## src/hw/vpg_pkg.sv

```systemverilog
// constants for the video test-pattern generator with self-test compare
// assumes a 32-bit avalon slave: byte address is four times the index
// What this block does
// - depth bit one: 64 levels, six MSBs
// - depth bit zero: 24-bit, 256 levels
// - own timing: source bit picks pixel clock
// - source bit ignored under external timing
// - own timing built from programmed frame values
// - external timing follows incoming strobe, de, syncs
// - invert bit inverts every colour output
// - auto-advance after dwell frames, else hold
// - value register reaches the indexed internal byte
// - self-test compares received video to local pattern
// - error flag bit 7 while count non-zero
// - configuration register resets to all zeros
// - fixed choice ignored while auto-advance on
package vpg_pkg;
  // register indices
  localparam logic [7:0] REG_CTRL    = 8'h64;
  localparam logic [7:0] REG_CFG     = 8'h65;
  localparam logic [7:0] REG_INDEX   = 8'h66;
  localparam logic [7:0] REG_VALUE   = 8'h67;
  localparam logic [7:0] REG_STCTL   = 8'h68;
  localparam logic [7:0] REG_RESULT  = 8'h69;
  localparam logic [7:0] REG_STATUS  = 8'h70;
  localparam logic [7:0] REG_MASK    = 8'h71;
  // field positions
  localparam int CTRL_ON    = 0;
  localparam int CFG_DEPTH  = 4;
  localparam int CFG_SRC    = 3;
  localparam int CFG_OWN    = 2;
  localparam int CFG_INV    = 1;
  localparam int CFG_AUTO   = 0;
  localparam int STCTL_EN   = 3;
  localparam int RESULT_ERR = 7;
  localparam int ST_MISM    = 0;
  localparam int ST_FRAME   = 1;
  // reset values
  localparam logic [3:0] CTRL_SEL_RST = 4'h1;
  localparam logic [4:0] CFG_RST      = 5'h00;
  localparam logic [7:0] BYTE_RST     = 8'h00;
  localparam logic [1:0] IRQ_RST      = 2'h0;
  // indirect indices held in flops
  localparam int IND_FLOPS = 16;
  localparam int IND_DWELL = 0;
  localparam int IND_HTOT  = 1;
  localparam int IND_VTOT  = 2;
  localparam int IND_HACT  = 3;
  localparam int IND_VACT  = 4;
  localparam int IND_HSW   = 5;
  localparam int IND_VSW   = 6;
  localparam int IND_HBP   = 7;
  localparam int IND_VBP   = 8;
  localparam int IND_SYNC  = 9;
  localparam int IND_ERR   = 10;
  localparam int IND_CR    = 11;
  // pattern codes
  localparam logic [3:0] PAT_WHITE  = 4'h1;
  localparam logic [3:0] PAT_BLACK  = 4'h2;
  localparam logic [3:0] PAT_RED    = 4'h3;
  localparam logic [3:0] PAT_GREEN  = 4'h4;
  localparam logic [3:0] PAT_BLUE   = 4'h5;
  localparam logic [3:0] PAT_HWHITE = 4'h6;
  localparam logic [3:0] PAT_HGREEN = 4'h7;
  localparam logic [3:0] PAT_HBLUE  = 4'h8;
  localparam logic [3:0] PAT_HRED   = 4'h9;
  localparam logic [3:0] PAT_VWHITE = 4'hA;
  localparam logic [3:0] PAT_VRED   = 4'hB;
  localparam logic [3:0] PAT_VGREEN = 4'hC;
  localparam logic [3:0] PAT_VBLUE  = 4'hD;
  localparam logic [3:0] PAT_CUSTOM = 4'hE;
  localparam logic [3:0] PAT_FIRST  = 4'h1;
  localparam logic [3:0] PAT_LAST   = 4'hD;
  // depth masks
  localparam logic [7:0] MASK_SIX   = 8'hFC;
  localparam logic [7:0] MASK_EIGHT = 8'hFF;
  // timing counts
  localparam logic [1:0] BUS_WAIT   = 2'h2;
  localparam logic [1:0] PIX_DIV    = 2'h2;
endpackage : vpg_pkg

```

## src/hw/vpg_top.sv

```systemverilog
// video test-pattern generator with self-test compare, avalon register slave
// assumes received video arrives from logic on the same clock
//
// Implementation choice: register access over Avalon-MM.
`timescale 1ns/1ns
module vpg_top
  import vpg_pkg::*;
(
  // clock and reset
  input  wire logic        clock,
  input  wire logic        rst_n,
  // avalon-mm register slave
  input  wire logic [9:0]  avs_address,
  input  wire logic        avs_read,
  input  wire logic        avs_write,
  input  wire logic [31:0] avs_writedata,
  input  wire logic [3:0]  avs_byteenable,
  output logic      [31:0] avs_readdata,
  output logic             avs_waitrequest,
  // received video, one strobe per pixel
  input  wire logic        vid_pix_stb,
  input  wire logic        vid_de,
  input  wire logic        vid_hs,
  input  wire logic        vid_vs,
  input  wire logic [7:0]  vid_r,
  input  wire logic [7:0]  vid_g,
  input  wire logic [7:0]  vid_b,
  // generated video
  output logic             gen_de,
  output logic             gen_hs,
  output logic             gen_vs,
  output logic      [7:0]  gen_r,
  output logic      [7:0]  gen_g,
  output logic      [7:0]  gen_b,
  // interrupt
  output logic             irq
);
  logic [1:0] wcnt_q;
  logic       req, acc, wr_en;
  logic [7:0] widx, wdat;
  logic [3:0] sel_q;
  logic       on_q;
  logic [4:0] cfg_q;
  logic [7:0] idx_q, stctl_q, err_q;
  logic [1:0] status_q, mask_q, st_set;
  logic [7:0] tim_q [IND_FLOPS];
  logic [7:0] mem_rdata, ind_rd;
  logic       ind_wr, mem_we, low_idx;

  // bus handshake: two wait cycles, accept on the third
  assign req             = avs_read | avs_write;
  assign acc             = req && (wcnt_q == BUS_WAIT);
  assign avs_waitrequest = req && !acc;
  assign widx            = avs_address[9:2];
  assign wdat            = avs_writedata[7:0];
  assign wr_en           = acc && avs_write && avs_byteenable[0];

  always_ff @(posedge clock or negedge rst_n) begin
    if (!rst_n) begin
      wcnt_q <= 2'h0;
    end else if (acc || !req) begin
      wcnt_q <= 2'h0;
    end else begin
      wcnt_q <= wcnt_q + 2'h1;
    end
  end

  // direct registers
  always_ff @(posedge clock or negedge rst_n) begin
    if (!rst_n) begin
      sel_q   <= CTRL_SEL_RST;
      on_q    <= 1'b0;
      cfg_q   <= CFG_RST;
      idx_q   <= BYTE_RST;
      stctl_q <= BYTE_RST;
      mask_q  <= IRQ_RST;
    end else if (wr_en) begin
      case (widx)
        REG_CTRL: begin
          sel_q <= wdat[7:4];
          on_q  <= wdat[CTRL_ON];
        end
        REG_CFG:   cfg_q   <= wdat[4:0];
        REG_INDEX: idx_q   <= wdat;
        REG_STCTL: stctl_q <= wdat;
        REG_MASK:  mask_q  <= wdat[1:0];
        default: ;
      endcase
    end
  end

  // indirect access through the index register
  assign low_idx = idx_q[7:4] == 4'h0;
  assign ind_wr  = wr_en && (widx == REG_VALUE);
  assign mem_we  = ind_wr && !low_idx;

  always_ff @(posedge clock or negedge rst_n) begin
    if (!rst_n) begin
      for (int i = 0; i < IND_FLOPS; i++) begin
        tim_q[i] <= BYTE_RST;
      end
    end else if (ind_wr && low_idx) begin
      tim_q[idx_q[3:0]] <= wdat;
    end
  end

  vpg_mem u_mem (
    .clock (clock),
    .rst_n (rst_n),
    .we    (mem_we),
    .addr  (idx_q),
    .wdata (wdat),
    .rdata (mem_rdata)
  );

  // indexed read value, error count shown at its own index
  always_comb begin
    if (!low_idx) begin
      ind_rd = mem_rdata;
    end else if (idx_q[3:0] == 4'(IND_ERR)) begin
      ind_rd = err_q;
    end else begin
      ind_rd = tim_q[idx_q[3:0]];
    end
  end

  // read data, loaded one cycle before the accept
  always_ff @(posedge clock or negedge rst_n) begin
    if (!rst_n) begin
      avs_readdata <= 32'h0000_0000;
    end else if (avs_read && wcnt_q == 2'h1) begin
      case (widx)
        REG_CTRL:   avs_readdata <= {24'h00_0000, sel_q, 3'h0, on_q};
        REG_CFG:    avs_readdata <= {27'h000_0000, cfg_q};
        REG_INDEX:  avs_readdata <= {24'h00_0000, idx_q};
        REG_VALUE:  avs_readdata <= {24'h00_0000, ind_rd};
        REG_STCTL:  avs_readdata <= {24'h00_0000, stctl_q};
        REG_RESULT: avs_readdata <= {24'h00_0000, err_q != 8'h00,
                                     7'h00};
        REG_STATUS: avs_readdata <= {30'h0000_0000, status_q};
        REG_MASK:   avs_readdata <= {30'h0000_0000, mask_q};
        default:    avs_readdata <= 32'h0000_0000;
      endcase
    end
  end

  // pixel strobe: divided internal clock or incoming pixel strobe
  logic       own, div_tick, tick;
  logic [1:0] div_q;
  assign own      = cfg_q[CFG_OWN];
  assign div_tick = div_q == PIX_DIV - 2'h1;
  assign tick     = (own && !cfg_q[CFG_SRC]) ? div_tick
                                             : vid_pix_stb;

  always_ff @(posedge clock or negedge rst_n) begin
    if (!rst_n) begin
      div_q <= 2'h0;
    end else if (div_tick) begin
      div_q <= 2'h0;
    end else begin
      div_q <= div_q + 2'h1;
    end
  end

  // own timing from programmed totals, active sizes, widths, porches
  logic [7:0] hcnt_q, vcnt_q;
  logic [9:0] h_st, v_st, hc, vc;
  logic       h_last, v_last, own_de, own_hs, own_vs;
  assign h_last = hcnt_q == tim_q[IND_HTOT] - 8'h01;
  assign v_last = vcnt_q == tim_q[IND_VTOT] - 8'h01;
  assign h_st   = 10'(tim_q[IND_HSW]) + 10'(tim_q[IND_HBP]);
  assign v_st   = 10'(tim_q[IND_VSW]) + 10'(tim_q[IND_VBP]);
  assign hc     = 10'(hcnt_q);
  assign vc     = 10'(vcnt_q);
  assign own_de = hc >= h_st && hc < h_st + 10'(tim_q[IND_HACT])
               && vc >= v_st && vc < v_st + 10'(tim_q[IND_VACT]);
  assign own_hs = (hcnt_q < tim_q[IND_HSW]) ^ tim_q[IND_SYNC][0];
  assign own_vs = (vcnt_q < tim_q[IND_VSW]) ^ tim_q[IND_SYNC][1];

  always_ff @(posedge clock or negedge rst_n) begin
    if (!rst_n) begin
      hcnt_q <= 8'h00;
      vcnt_q <= 8'h00;
    end else if (!on_q || !own) begin
      hcnt_q <= 8'h00;
      vcnt_q <= 8'h00;
    end else if (tick) begin
      hcnt_q <= h_last ? 8'h00 : hcnt_q + 8'h01;
      if (h_last) begin
        vcnt_q <= v_last ? 8'h00 : vcnt_q + 8'h01;
      end
    end
  end

  // external timing: pixel and line position from incoming de and vsync
  logic [7:0] ex_q, ey_q;
  logic       vde_q, vvs_q;
  always_ff @(posedge clock or negedge rst_n) begin
    if (!rst_n) begin
      ex_q  <= 8'h00;
      ey_q  <= 8'h00;
      vde_q <= 1'b0;
      vvs_q <= 1'b0;
    end else if (tick) begin
      vde_q <= vid_de;
      vvs_q <= vid_vs;
      ex_q  <= vid_de ? ex_q + 8'h01 : 8'h00;
      if (vid_vs && !vvs_q) begin
        ey_q <= 8'h00;
      end else if (vde_q && !vid_de) begin
        ey_q <= ey_q + 8'h01;
      end
    end
  end

  // frame event and auto-advance through the patterns
  logic       frame_evt, auto;
  logic [3:0] scroll_q, pat;
  logic [8:0] fcnt_q;
  assign auto      = cfg_q[CFG_AUTO];
  assign frame_evt = on_q && tick && (own ? (h_last && v_last)
                                          : (vid_vs && !vvs_q));
  assign pat       = auto ? scroll_q : sel_q;

  always_ff @(posedge clock or negedge rst_n) begin
    if (!rst_n) begin
      scroll_q <= PAT_FIRST;
      fcnt_q   <= 9'h000;
    end else if (!auto) begin
      scroll_q <= sel_q;
      fcnt_q   <= 9'h000;
    end else if (frame_evt) begin
      if (fcnt_q + 9'h001 >= 9'(tim_q[IND_DWELL])) begin
        fcnt_q   <= 9'h000;
        scroll_q <= (scroll_q >= PAT_LAST || scroll_q < PAT_FIRST)
                    ? PAT_FIRST : scroll_q + 4'h1;
      end else begin
        fcnt_q <= fcnt_q + 9'h001;
      end
    end
  end

  // colour of the current pixel
  logic [7:0] px, py, lvl, dmask;
  logic [2:0] msk, ch_bad;
  logic       custom, de_now;
  logic [7:0] exp_c [3];
  logic [7:0] rx_c [3];
  assign px     = own ? hcnt_q - h_st[7:0] : ex_q;
  assign py     = own ? vcnt_q - v_st[7:0] : ey_q;
  assign custom = pat == PAT_CUSTOM;
  assign dmask  = cfg_q[CFG_DEPTH] ? MASK_SIX : MASK_EIGHT;
  assign de_now = own ? own_de : vid_de;
  assign rx_c[0] = vid_r;
  assign rx_c[1] = vid_g;
  assign rx_c[2] = vid_b;

  always_comb begin
    lvl = 8'hFF;
    msk = 3'h0;
    case (pat)
      PAT_WHITE:  msk = 3'h7;
      PAT_RED:    msk = 3'h4;
      PAT_GREEN:  msk = 3'h2;
      PAT_BLUE:   msk = 3'h1;
      PAT_HWHITE: begin lvl = px; msk = 3'h7; end
      PAT_HGREEN: begin lvl = px; msk = 3'h2; end
      PAT_HBLUE:  begin lvl = px; msk = 3'h1; end
      PAT_HRED:   begin lvl = px; msk = 3'h4; end
      PAT_VWHITE: begin lvl = py; msk = 3'h7; end
      PAT_VRED:   begin lvl = py; msk = 3'h4; end
      PAT_VGREEN: begin lvl = py; msk = 3'h2; end
      PAT_VBLUE:  begin lvl = py; msk = 3'h1; end
      default:    msk = 3'h0;  // black and reserved codes
    endcase
  end

  // per channel: base colour, inversion, depth, compare
  for (genvar c = 0; c < 3; c++) begin : g_ch
    logic [7:0] raw;
    assign raw = custom ? tim_q[IND_CR + c] : (msk[2 - c] ? lvl : 8'h00);
    assign exp_c[c]  = (raw ^ {8{cfg_q[CFG_INV]}}) & dmask;
    assign ch_bad[c] = (rx_c[c] & dmask) != exp_c[c];
  end

  // registered video output, quiet while the generator is off
  always_ff @(posedge clock or negedge rst_n) begin
    if (!rst_n) begin
      gen_de <= 1'b0;
      gen_hs <= 1'b0;
      gen_vs <= 1'b0;
      gen_r  <= 8'h00;
      gen_g  <= 8'h00;
      gen_b  <= 8'h00;
    end else if (!on_q) begin
      gen_de <= 1'b0;
      gen_hs <= 1'b0;
      gen_vs <= 1'b0;
      gen_r  <= 8'h00;
      gen_g  <= 8'h00;
      gen_b  <= 8'h00;
    end else begin
      gen_de <= de_now;
      gen_hs <= own ? own_hs : vid_hs;
      gen_vs <= own ? own_vs : vid_vs;
      gen_r  <= exp_c[0];
      gen_g  <= exp_c[1];
      gen_b  <= exp_c[2];
    end
  end

  // self-test error count, cleared when the compare is restarted
  logic bist, bist_q, mism;
  assign bist = stctl_q[STCTL_EN];
  assign mism = bist && tick && de_now && (ch_bad != 3'h0);

  always_ff @(posedge clock or negedge rst_n) begin
    if (!rst_n) begin
      bist_q <= 1'b0;
      err_q  <= 8'h00;
    end else begin
      bist_q <= bist;
      if (bist && !bist_q) begin
        err_q <= 8'h00;
      end else if (mism && err_q != 8'hFF) begin
        err_q <= err_q + 8'h01;
      end
    end
  end

  // sticky status, write one to clear, a new event wins
  assign st_set = {frame_evt, mism};
  always_ff @(posedge clock or negedge rst_n) begin
    if (!rst_n) begin
      status_q <= IRQ_RST;
    end else if (wr_en && widx == REG_STATUS) begin
      status_q <= (status_q & ~wdat[1:0]) | st_set;
    end else begin
      status_q <= status_q | st_set;
    end
  end

  assign irq = (status_q & mask_q) != 2'h0;
endmodule : vpg_top

```

## src/hw/vpg_mem.sv

```systemverilog
// byte store for indirect indices above the flop-held ones
// assumes one clock; read data registered, a same-cycle write passes on
`timescale 1ns/1ns
module vpg_mem
  import vpg_pkg::*;
(
  // clock and reset
  input  wire logic       clock,
  input  wire logic       rst_n,
  // single port
  input  wire logic       we,
  input  wire logic [7:0] addr,
  input  wire logic [7:0] wdata,
  output logic      [7:0] rdata
);
  logic [7:0] mem_q [256];

  // storage write
  always_ff @(posedge clock) begin
    if (we) begin
      mem_q[addr] <= wdata;
    end
  end

  // registered read, write-first
  always_ff @(posedge clock or negedge rst_n) begin
    if (!rst_n) begin
      rdata <= BYTE_RST;
    end else if (we) begin
      rdata <= wdata;
    end else begin
      rdata <= mem_q[addr];
    end
  end
endmodule : vpg_mem

```

## config.mk

```make
export PLATFORM = sky130hd
export DESIGN_NAME = vpg_top
export DESIGN_NICKNAME = d
export VERILOG_FILES = /design/src/hw/vpg_pkg.sv /design/src/hw/vpg_top.sv /design/src/hw/vpg_mem.sv
export SDC_FILE = /design/constraint.sdc
export NUM_CORES = 2
export LEC_CHECK = 0
export BUFFER_PORTS_ARGS = -buffer_cell sky130_fd_sc_hd__buf_2
export CORE_UTILIZATION = 30
export DETAILED_ROUTE_END_ITERATION = 8
export SKIP_LAST_GASP = 1
export SYNTH_ARGS = -nofsm -noshare
export SYNTH_HDL_FRONTEND = slang
export SYNTH_SLANG_ARGS = --single-unit
```

## constraint.sdc

```tcl
create_clock -name clock -period 13.2 [get_ports clock]
set_input_delay 0 -clock clock [delete_from_list [all_inputs] [get_ports clock]]
set_output_delay 0 -clock clock [all_outputs]
set_load 0.02 [all_outputs]
```

# Word-level counts from Yosys, hierarchy flattened
# Memories as Yosys holds them, arrays and structs flattened. A register that Yosys moved wholly into a read port is not among the register bits.
# Cells that the tools add are included.
# totals
reg_bits	277
latchBits	0
ram_bits	2048
mem_bits_ro	0
input_bits	78
word_cells	237
n_memories	1
# classes
n_addsub	17
n_mul	0
n_div	0
n_lt_le_gt_ge	11
n_eq_ne	33
shifts	0
mux	56
n_bitwise	18
reduce_logical	59
# mem_list
memory	depth	width	rd	rd_ports_with_merged_regs	write_ports	line_no	text
u_mem.mem_q	256	8	1	1	1	vpg_mem.sv:16	logic [7:0] mem_q [256];
# op_table
cell	n
$mux W8	28
$bwmux W128	1
$eq A8 B7 Y1 const B	8
$pmux W8 S8	1
$and A8 B8 Y8	6
$add A8 B1 Y8 const B	5
$bmux W8 S4	1
$demux W8 S4	1
$eq A4 B4 Y1 const B	8
$mux W9	3
$logic_and A1 B1 Y1	24
$ne A8 B8 Y1	3
$xor A8 B8 Y8	3
$add A9 B8 Y10	2
$lt A8 B10 Y1	2
$mux W4	5
$add A8 B8 Y9	2
$ge A8 B9 Y1	2
$eq A4 B3 Y1 const B	4
$eq A8 B8 Y1	2
$lt A8 B8 Y1	2
$pmux W8 S2	1
$reduce_and A2 Y1	8
$sub A8 B1 Y8 const B	2
32 further kinds	70

# Depth between registers and ports, before layout
# depth
depth_word	14
ltp_mapped	22
depth_no_buf	21

# Cells and area by module
# A second synthesis with hierarchy kept.
# hier_totals
hier_cells	5472
area_unflattened_um2	97405.9
# modules_own_cells
module	n_inst	cells_each	area_each_um2	seq_area_each_um2
vpg_mem	1	3692	80004.2	61699.2
vpg_top	1	1780	17401.7	6133.4

# Worst setup path before layout
# No wires, ideal clock.
# synth_path
path_type	reg-to-reg
start	register tim_q[56] in the netlist's numbering
end	register err_q[6]
setup_ns	0.126
arrival_time_ns	4.551
required_ns	13.074
setup_slack_ns	8.523
path_stages_with_launch	20
n_path_buf	0
period_less_slack_ns	4.677
path_cell_list	dfrtp_1 -> ha_1 -> fa_1 -> a21o_1 -> a21oi_1 -> xnor2_1 -> inv_1 -> ha_1 -> a21oi_1 -> nand2_1 -> or3_1 -> and3_1 -> or4_4 -> and4_4 -> nor4_2 -> o2111ai_1 -> or3_1 -> o21a_4 -> a21o_1 -> o311a_1
# synth_between
elab_chain_cells	13
word_cells_on_any_way	30
cone_classes	add/sub (3); order compare (2); eq/ne (3); mux (9); bitwise (6); reduce/logical (7)
# synth_lines
element	line_no	text
start, declared	vpg_top.sv:46	logic [7:0] tim_q [IND_FLOPS];
start signal, assigned by index	vpg_top.sv:103	tim_q[idx_q[3:0]] <= wdat;
$add A8 B8 Y9 (*)	vpg_top.sv:172	assign v_st = 10'(tim_q[IND_VSW]) + 10'(tim_q[IND_VBP]);
$sub A8 B8 Y8	vpg_top.sv:250	assign py = own ? vcnt_q - v_st[7:0] : ey_q;
$mux W8	vpg_top.sv:250	
$pmux W8 S2	vpg_top.sv:261	case (pat)
$mux W8 (2 in a row)	vpg_top.sv:281	assign raw = custom ? tim_q[IND_CR + c] : (msk[2 - c] ? lvl : 8'h00);
$xor A8 B8 Y8	vpg_top.sv:282	assign exp_c[c] = (raw ^ {8{cfg_q[CFG_INV]}}) & dmask;
$and A8 B8 Y8	vpg_top.sv:282	
$ne A8 B8 Y1	vpg_top.sv:283	assign ch_bad[c] = (rx_c[c] & dmask) != exp_c[c];
$reduce_bool A3 Y1	vpg_top.sv:315	assign mism = bist && tick && de_now && (ch_bad != 3'h0);
$logic_and A1 B1 Y1 (*)	vpg_top.sv:315	
$logic_and A1 B1 Y1 (*)	vpg_top.sv:325	end else if (mism && err_q != 8'hFF) begin
$reduce_bool A2 Y1 (no source line) (*)	--	
end signal, assigned	vpg_top.sv:326	err_q <= err_q + 8'h01;
end, declared	vpg_top.sv:44	logic [7:0] idx_q, stctl_q, err_q;
# Mark *: on every way between the ends. The rest lies on a longest branch, timed or not.
# A chain may end at the register's enable or synchronous reset.

# Worst setup path after layout
# layout_path
start	register tim_q[72] in the netlist's numbering
end	register status_q[0]
# layout_between
elab_chain_cells	13
word_cells_on_any_way	31
cone_classes	add/sub (3); order compare (2); eq/ne (3); mux (10); bitwise (8); reduce/logical (5)
# layout_lines
element	line_no	text
$add A8 B8 Y9 (*)	vpg_top.sv:172	
$sub A8 B8 Y8	vpg_top.sv:250	
$mux W8	vpg_top.sv:250	
$pmux W8 S2	vpg_top.sv:261	
$mux W8 (2 in a row)	vpg_top.sv:281	
$xor A8 B8 Y8	vpg_top.sv:282	
$and A8 B8 Y8	vpg_top.sv:282	
$ne A8 B8 Y1	vpg_top.sv:283	
$reduce_bool A3 Y1	vpg_top.sv:315	
$logic_and A1 B1 Y1 (*)	vpg_top.sv:315	
$or A2 B2 Y2 (on tied branches)	vpg_top.sv:339, vpg_top.sv:337	
$mux W2 (*)	vpg_top.sv:336	end else if (wr_en && widx == REG_STATUS) begin
end signal, assigned	vpg_top.sv:337	status_q <= (status_q & ~wdat[1:0]) | st_set;
end signal, assigned	vpg_top.sv:339	status_q <= status_q | st_set;
end, declared	vpg_top.sv:45	logic [1:0] status_q, mask_q, st_set;
# Marks and branches as above.

==> impl_metrics.json <==
{
  "hpwl_mm": 144,
  "setup_tns_ns": 0,
  "synthArstFlopShare": 0.110,
  "end_kind": "flip-flop",
  "synth.avg_cell_area_um2": 19.0,
  "synth_ff_type": "edfxtp_1",
  "rsz0062_at_grt": "no",
  "io_buffers": 85,
  "drive_gt1_frac": 0.245,
  "drv_slew": 0,
  "max-vdd-ir-drop_uv": 110,
  "hp-class": "in -> reg",
  "power.density_nw_per_um2": 135,
  "dpl_cell_area_um2": 102000,
  "max_freq_ghz": 0.142,
  "die-area_um2": 323000,
  "nFillCells": 29600,
  "crit_arrival_ns": 7.73,
  "final_area_um2": 110000,
  "drv_cap": 0,
  "yosysSeqAreaShare": 0.706,
  "synth_edf_count": 2048,
  "ant_nets": 0,
  "clk_pin_slew_ns": 0.06,
  "path_max_fanout": 6,
  "cts_tree": "done",
  "use_met2": 0.232,
  "synth_warnings": 0,
  "drt_iter0_drc": 5435,
  "grt_busiest_layer": "met2",
  "io_pins": 139,
  "grt_overflow": 0,
  "vias": 49400,
  "final_nets": 5518,
  "globalplace.congestion": 0.854,
  "netlist_instances": 5055,
  "clk_path_buf_depth": 4,
  "first_pass_iters": 6,
  "antenna_found_initial": 7,
  "clk_latency_ns": 0.93,
  "p_leak_nw": 35.1,
  "clock-sinks": 2301,
  "syn2layout_area_growth_pct": 13.9,
  "gr-usage-all-layers": 0.145,
  "wire_per_inst_um": 24.5,
  "grt_pass1_wl_mm": 347,
  "yosys.cell_types.count": 101,
  "worst_pin_slew_ns": 1.18,
  "yosysTopAreaCell": "edfxtp_1",
  "final_cell_mix": "edfxtp_1 (2,048), mux4_2 (687), nor2_1 (342)",
  "period_needed_ns": 7.02,
  "root_buffer": "clkbuf_16",
  "finalSetupViolCount": 0,
  "final_hold_viol_count": 0,
  "final_common_cell": "edfxtp_1",
  "use_met1": 0.204,
  "fp.dieW_um": 568,
  "holdWs_ns": 0.142,
  "fin_skew_ns": 0.135,
  "die-height_um": 568,
  "routed_wl_mm": 238,
  "first_global_vias": 49600,
  "crit_type": "reg -> reg",
  "startpoint_type": "flip-flop",
  "cts_buffers": 227,
  "drc": 0,
  "synth_top_area_share": 0.640,
  "timing.final.crit_share": 0.532,
  "grt_max_degree": 174,
  "drt-vias-per-instance": 5.09,
  "finish.utilization": 0.344,
  "ys_ff_latch": 2301,
  "std_cell_rows": 207,
  "start_util": 0.302,
  "syn_area_um2": 96100,
  "core_area_um2": 318000,
  "synth_area_leaders": "edfxtp_1 (64%), mux4_2 (16%), dfrtp_1 (6.5%)",
  "grt_use_met3": 0.0255,
  "slew_headroom": 0.208,
  "htreeDepth": 4,
  "status": "complete, no violations",
  "cp.required_ns": 13.90
}
logic make-up (layout without fill, tap and decap cells):
family,Yosys count,in the layout,synth area share
flip-flops,2301,2301,0.706
adder cells (fa/ha/maj),104,104,0.0140
XOR/XNOR,105,105,0.00957
AND/OR/NAND/NOR,835,835,0.0407
AO/OA/AOI/OAI,450,450,0.0322
multiplexers,845,845,0.180
buffers and inverters,414,728,0.0183
other,1,154,0.0000390
layer usage:
layer / part of all wire / vias to the layer above
met5: 0.000034 / -
met4: 0.022 / 2
met3: 0.070 / 314
met2: 0.47 / 1761
met1: 0.43 / 26400
li1: - / 20900
critical path, cell delays in order (launching register included):
cell and delay [ns]:
dfrtp_1 0.45, ha_1 0.24, fa_1 0.40, a21o_1 0.17, a21oi_1 0.22, o21bai_1 0.09
a21oi_1 0.22, xnor2_1 0.20, inv_1 0.07, ha_1 0.37, nand2_1 0.09, o21a_1 0.20
nor2b_1 0.14, xnor2_1 0.14, a211oi_2 0.64, o21ai_0 0.25, xnor2_1 0.31, xor2_1 0.12
or3_1 0.39, dlygate4sd3_1 0.64, o21ai_2 0.30, dlygate4sd3_1 0.61, nand2_1 0.05, dlygate4sd3_1 0.55
final cells by class:
cell class	count	area, µm²	share of cell area
Sequential cell	2301	67900	0.619
Multi-Input combinational cell	2491	27200	0.248
Clock inverter	124	1190	0.0109
Antenna cell	2	5.00	0.0000457
Timing Repair Buffer	209	1620	0.0148
Tap cell	4180	5230	0.0477
Inverter	106	398	0.00363
Clock buffer	289	6070	0.0554
Yosys cell counts, types with 33 or more instances:
library cell	instances
a21oi_1	82
buf_2	65
clkbuf_1	181
dfrtp_1	251
edfxtp_1	2048
ha_1	98
inv_1	105
mux2_2	130
mux4_2	687
nand2_1	178
nand2b_1	43
nand3_1	67
nor2_1	342
nor2b_1	45
o21ai_0	115
xnor2_1	72
xor2_1	33
path summary, 6_finish.rpt:
path                                 from           to  slack (ns)  depth (start not counted)
worst max-delay path            tim_q[72]  status_q[0]        6.18                         23
worst min-delay path             vid_r[0]     err_q[2]        0.14                          7
worst max register to register  tim_q[72]  status_q[0]        6.18                         23
worst min register to register   div_q[0]     div_q[1]        0.44                          1
max in group asynchronous           rst_n    hcnt_q[2]       11.29                          5
min in group asynchronous           rst_n     sel_q[0]        0.29                          3
registers in the layout (all words and copies together), names as in the netlist, 4 cells and up:
signal / cells
u_mem.mem_q: 2048
tim_q: 120
fcnt_q: 9
avs_readdata: 8
err_q: 8
ex_q: 8
ey_q: 8
gen_b: 8
gen_g: 8
gen_r: 8
hcnt_q: 8
idx_q: 8
stctl_q: 8
u_mem.rdata: 8
vcnt_q: 8
cfg_q: 5
scroll_q: 4
sel_q: 4
power by group:
part / internal, mW / switching, mW / leakage (nW)
Combinational: 0.133 / 0.285 / 9.79
Sequential: 7.98 / 0.0307 / 21.8
Clock: 3.65 / 2.75 / 3.54
Total: 11.8 / 3.06 / 35.1
per-stage QoR:
step           cells  setup slack (ns)  total power [mW]
2_1_floorplan   5206              8.52              8.36
3_3_place_gp    9248              6.93              8.56
3_5_place_dp    9248              6.96              8.58
4_1_cts         9700              6.21              15.0
5_1_grt         9701              5.87              15.3
6_report        9702              6.18              14.8
timing repair:
action / CTS / global route
buffers inserted: 0 / 0
endpoints found under the hold margin: 1027 / 0
gates resized for setup: 0 / 0
hold buffers: 39 / 0
setup endpoints to repair: 0 / 0
(Power assumes the default switching activity.)
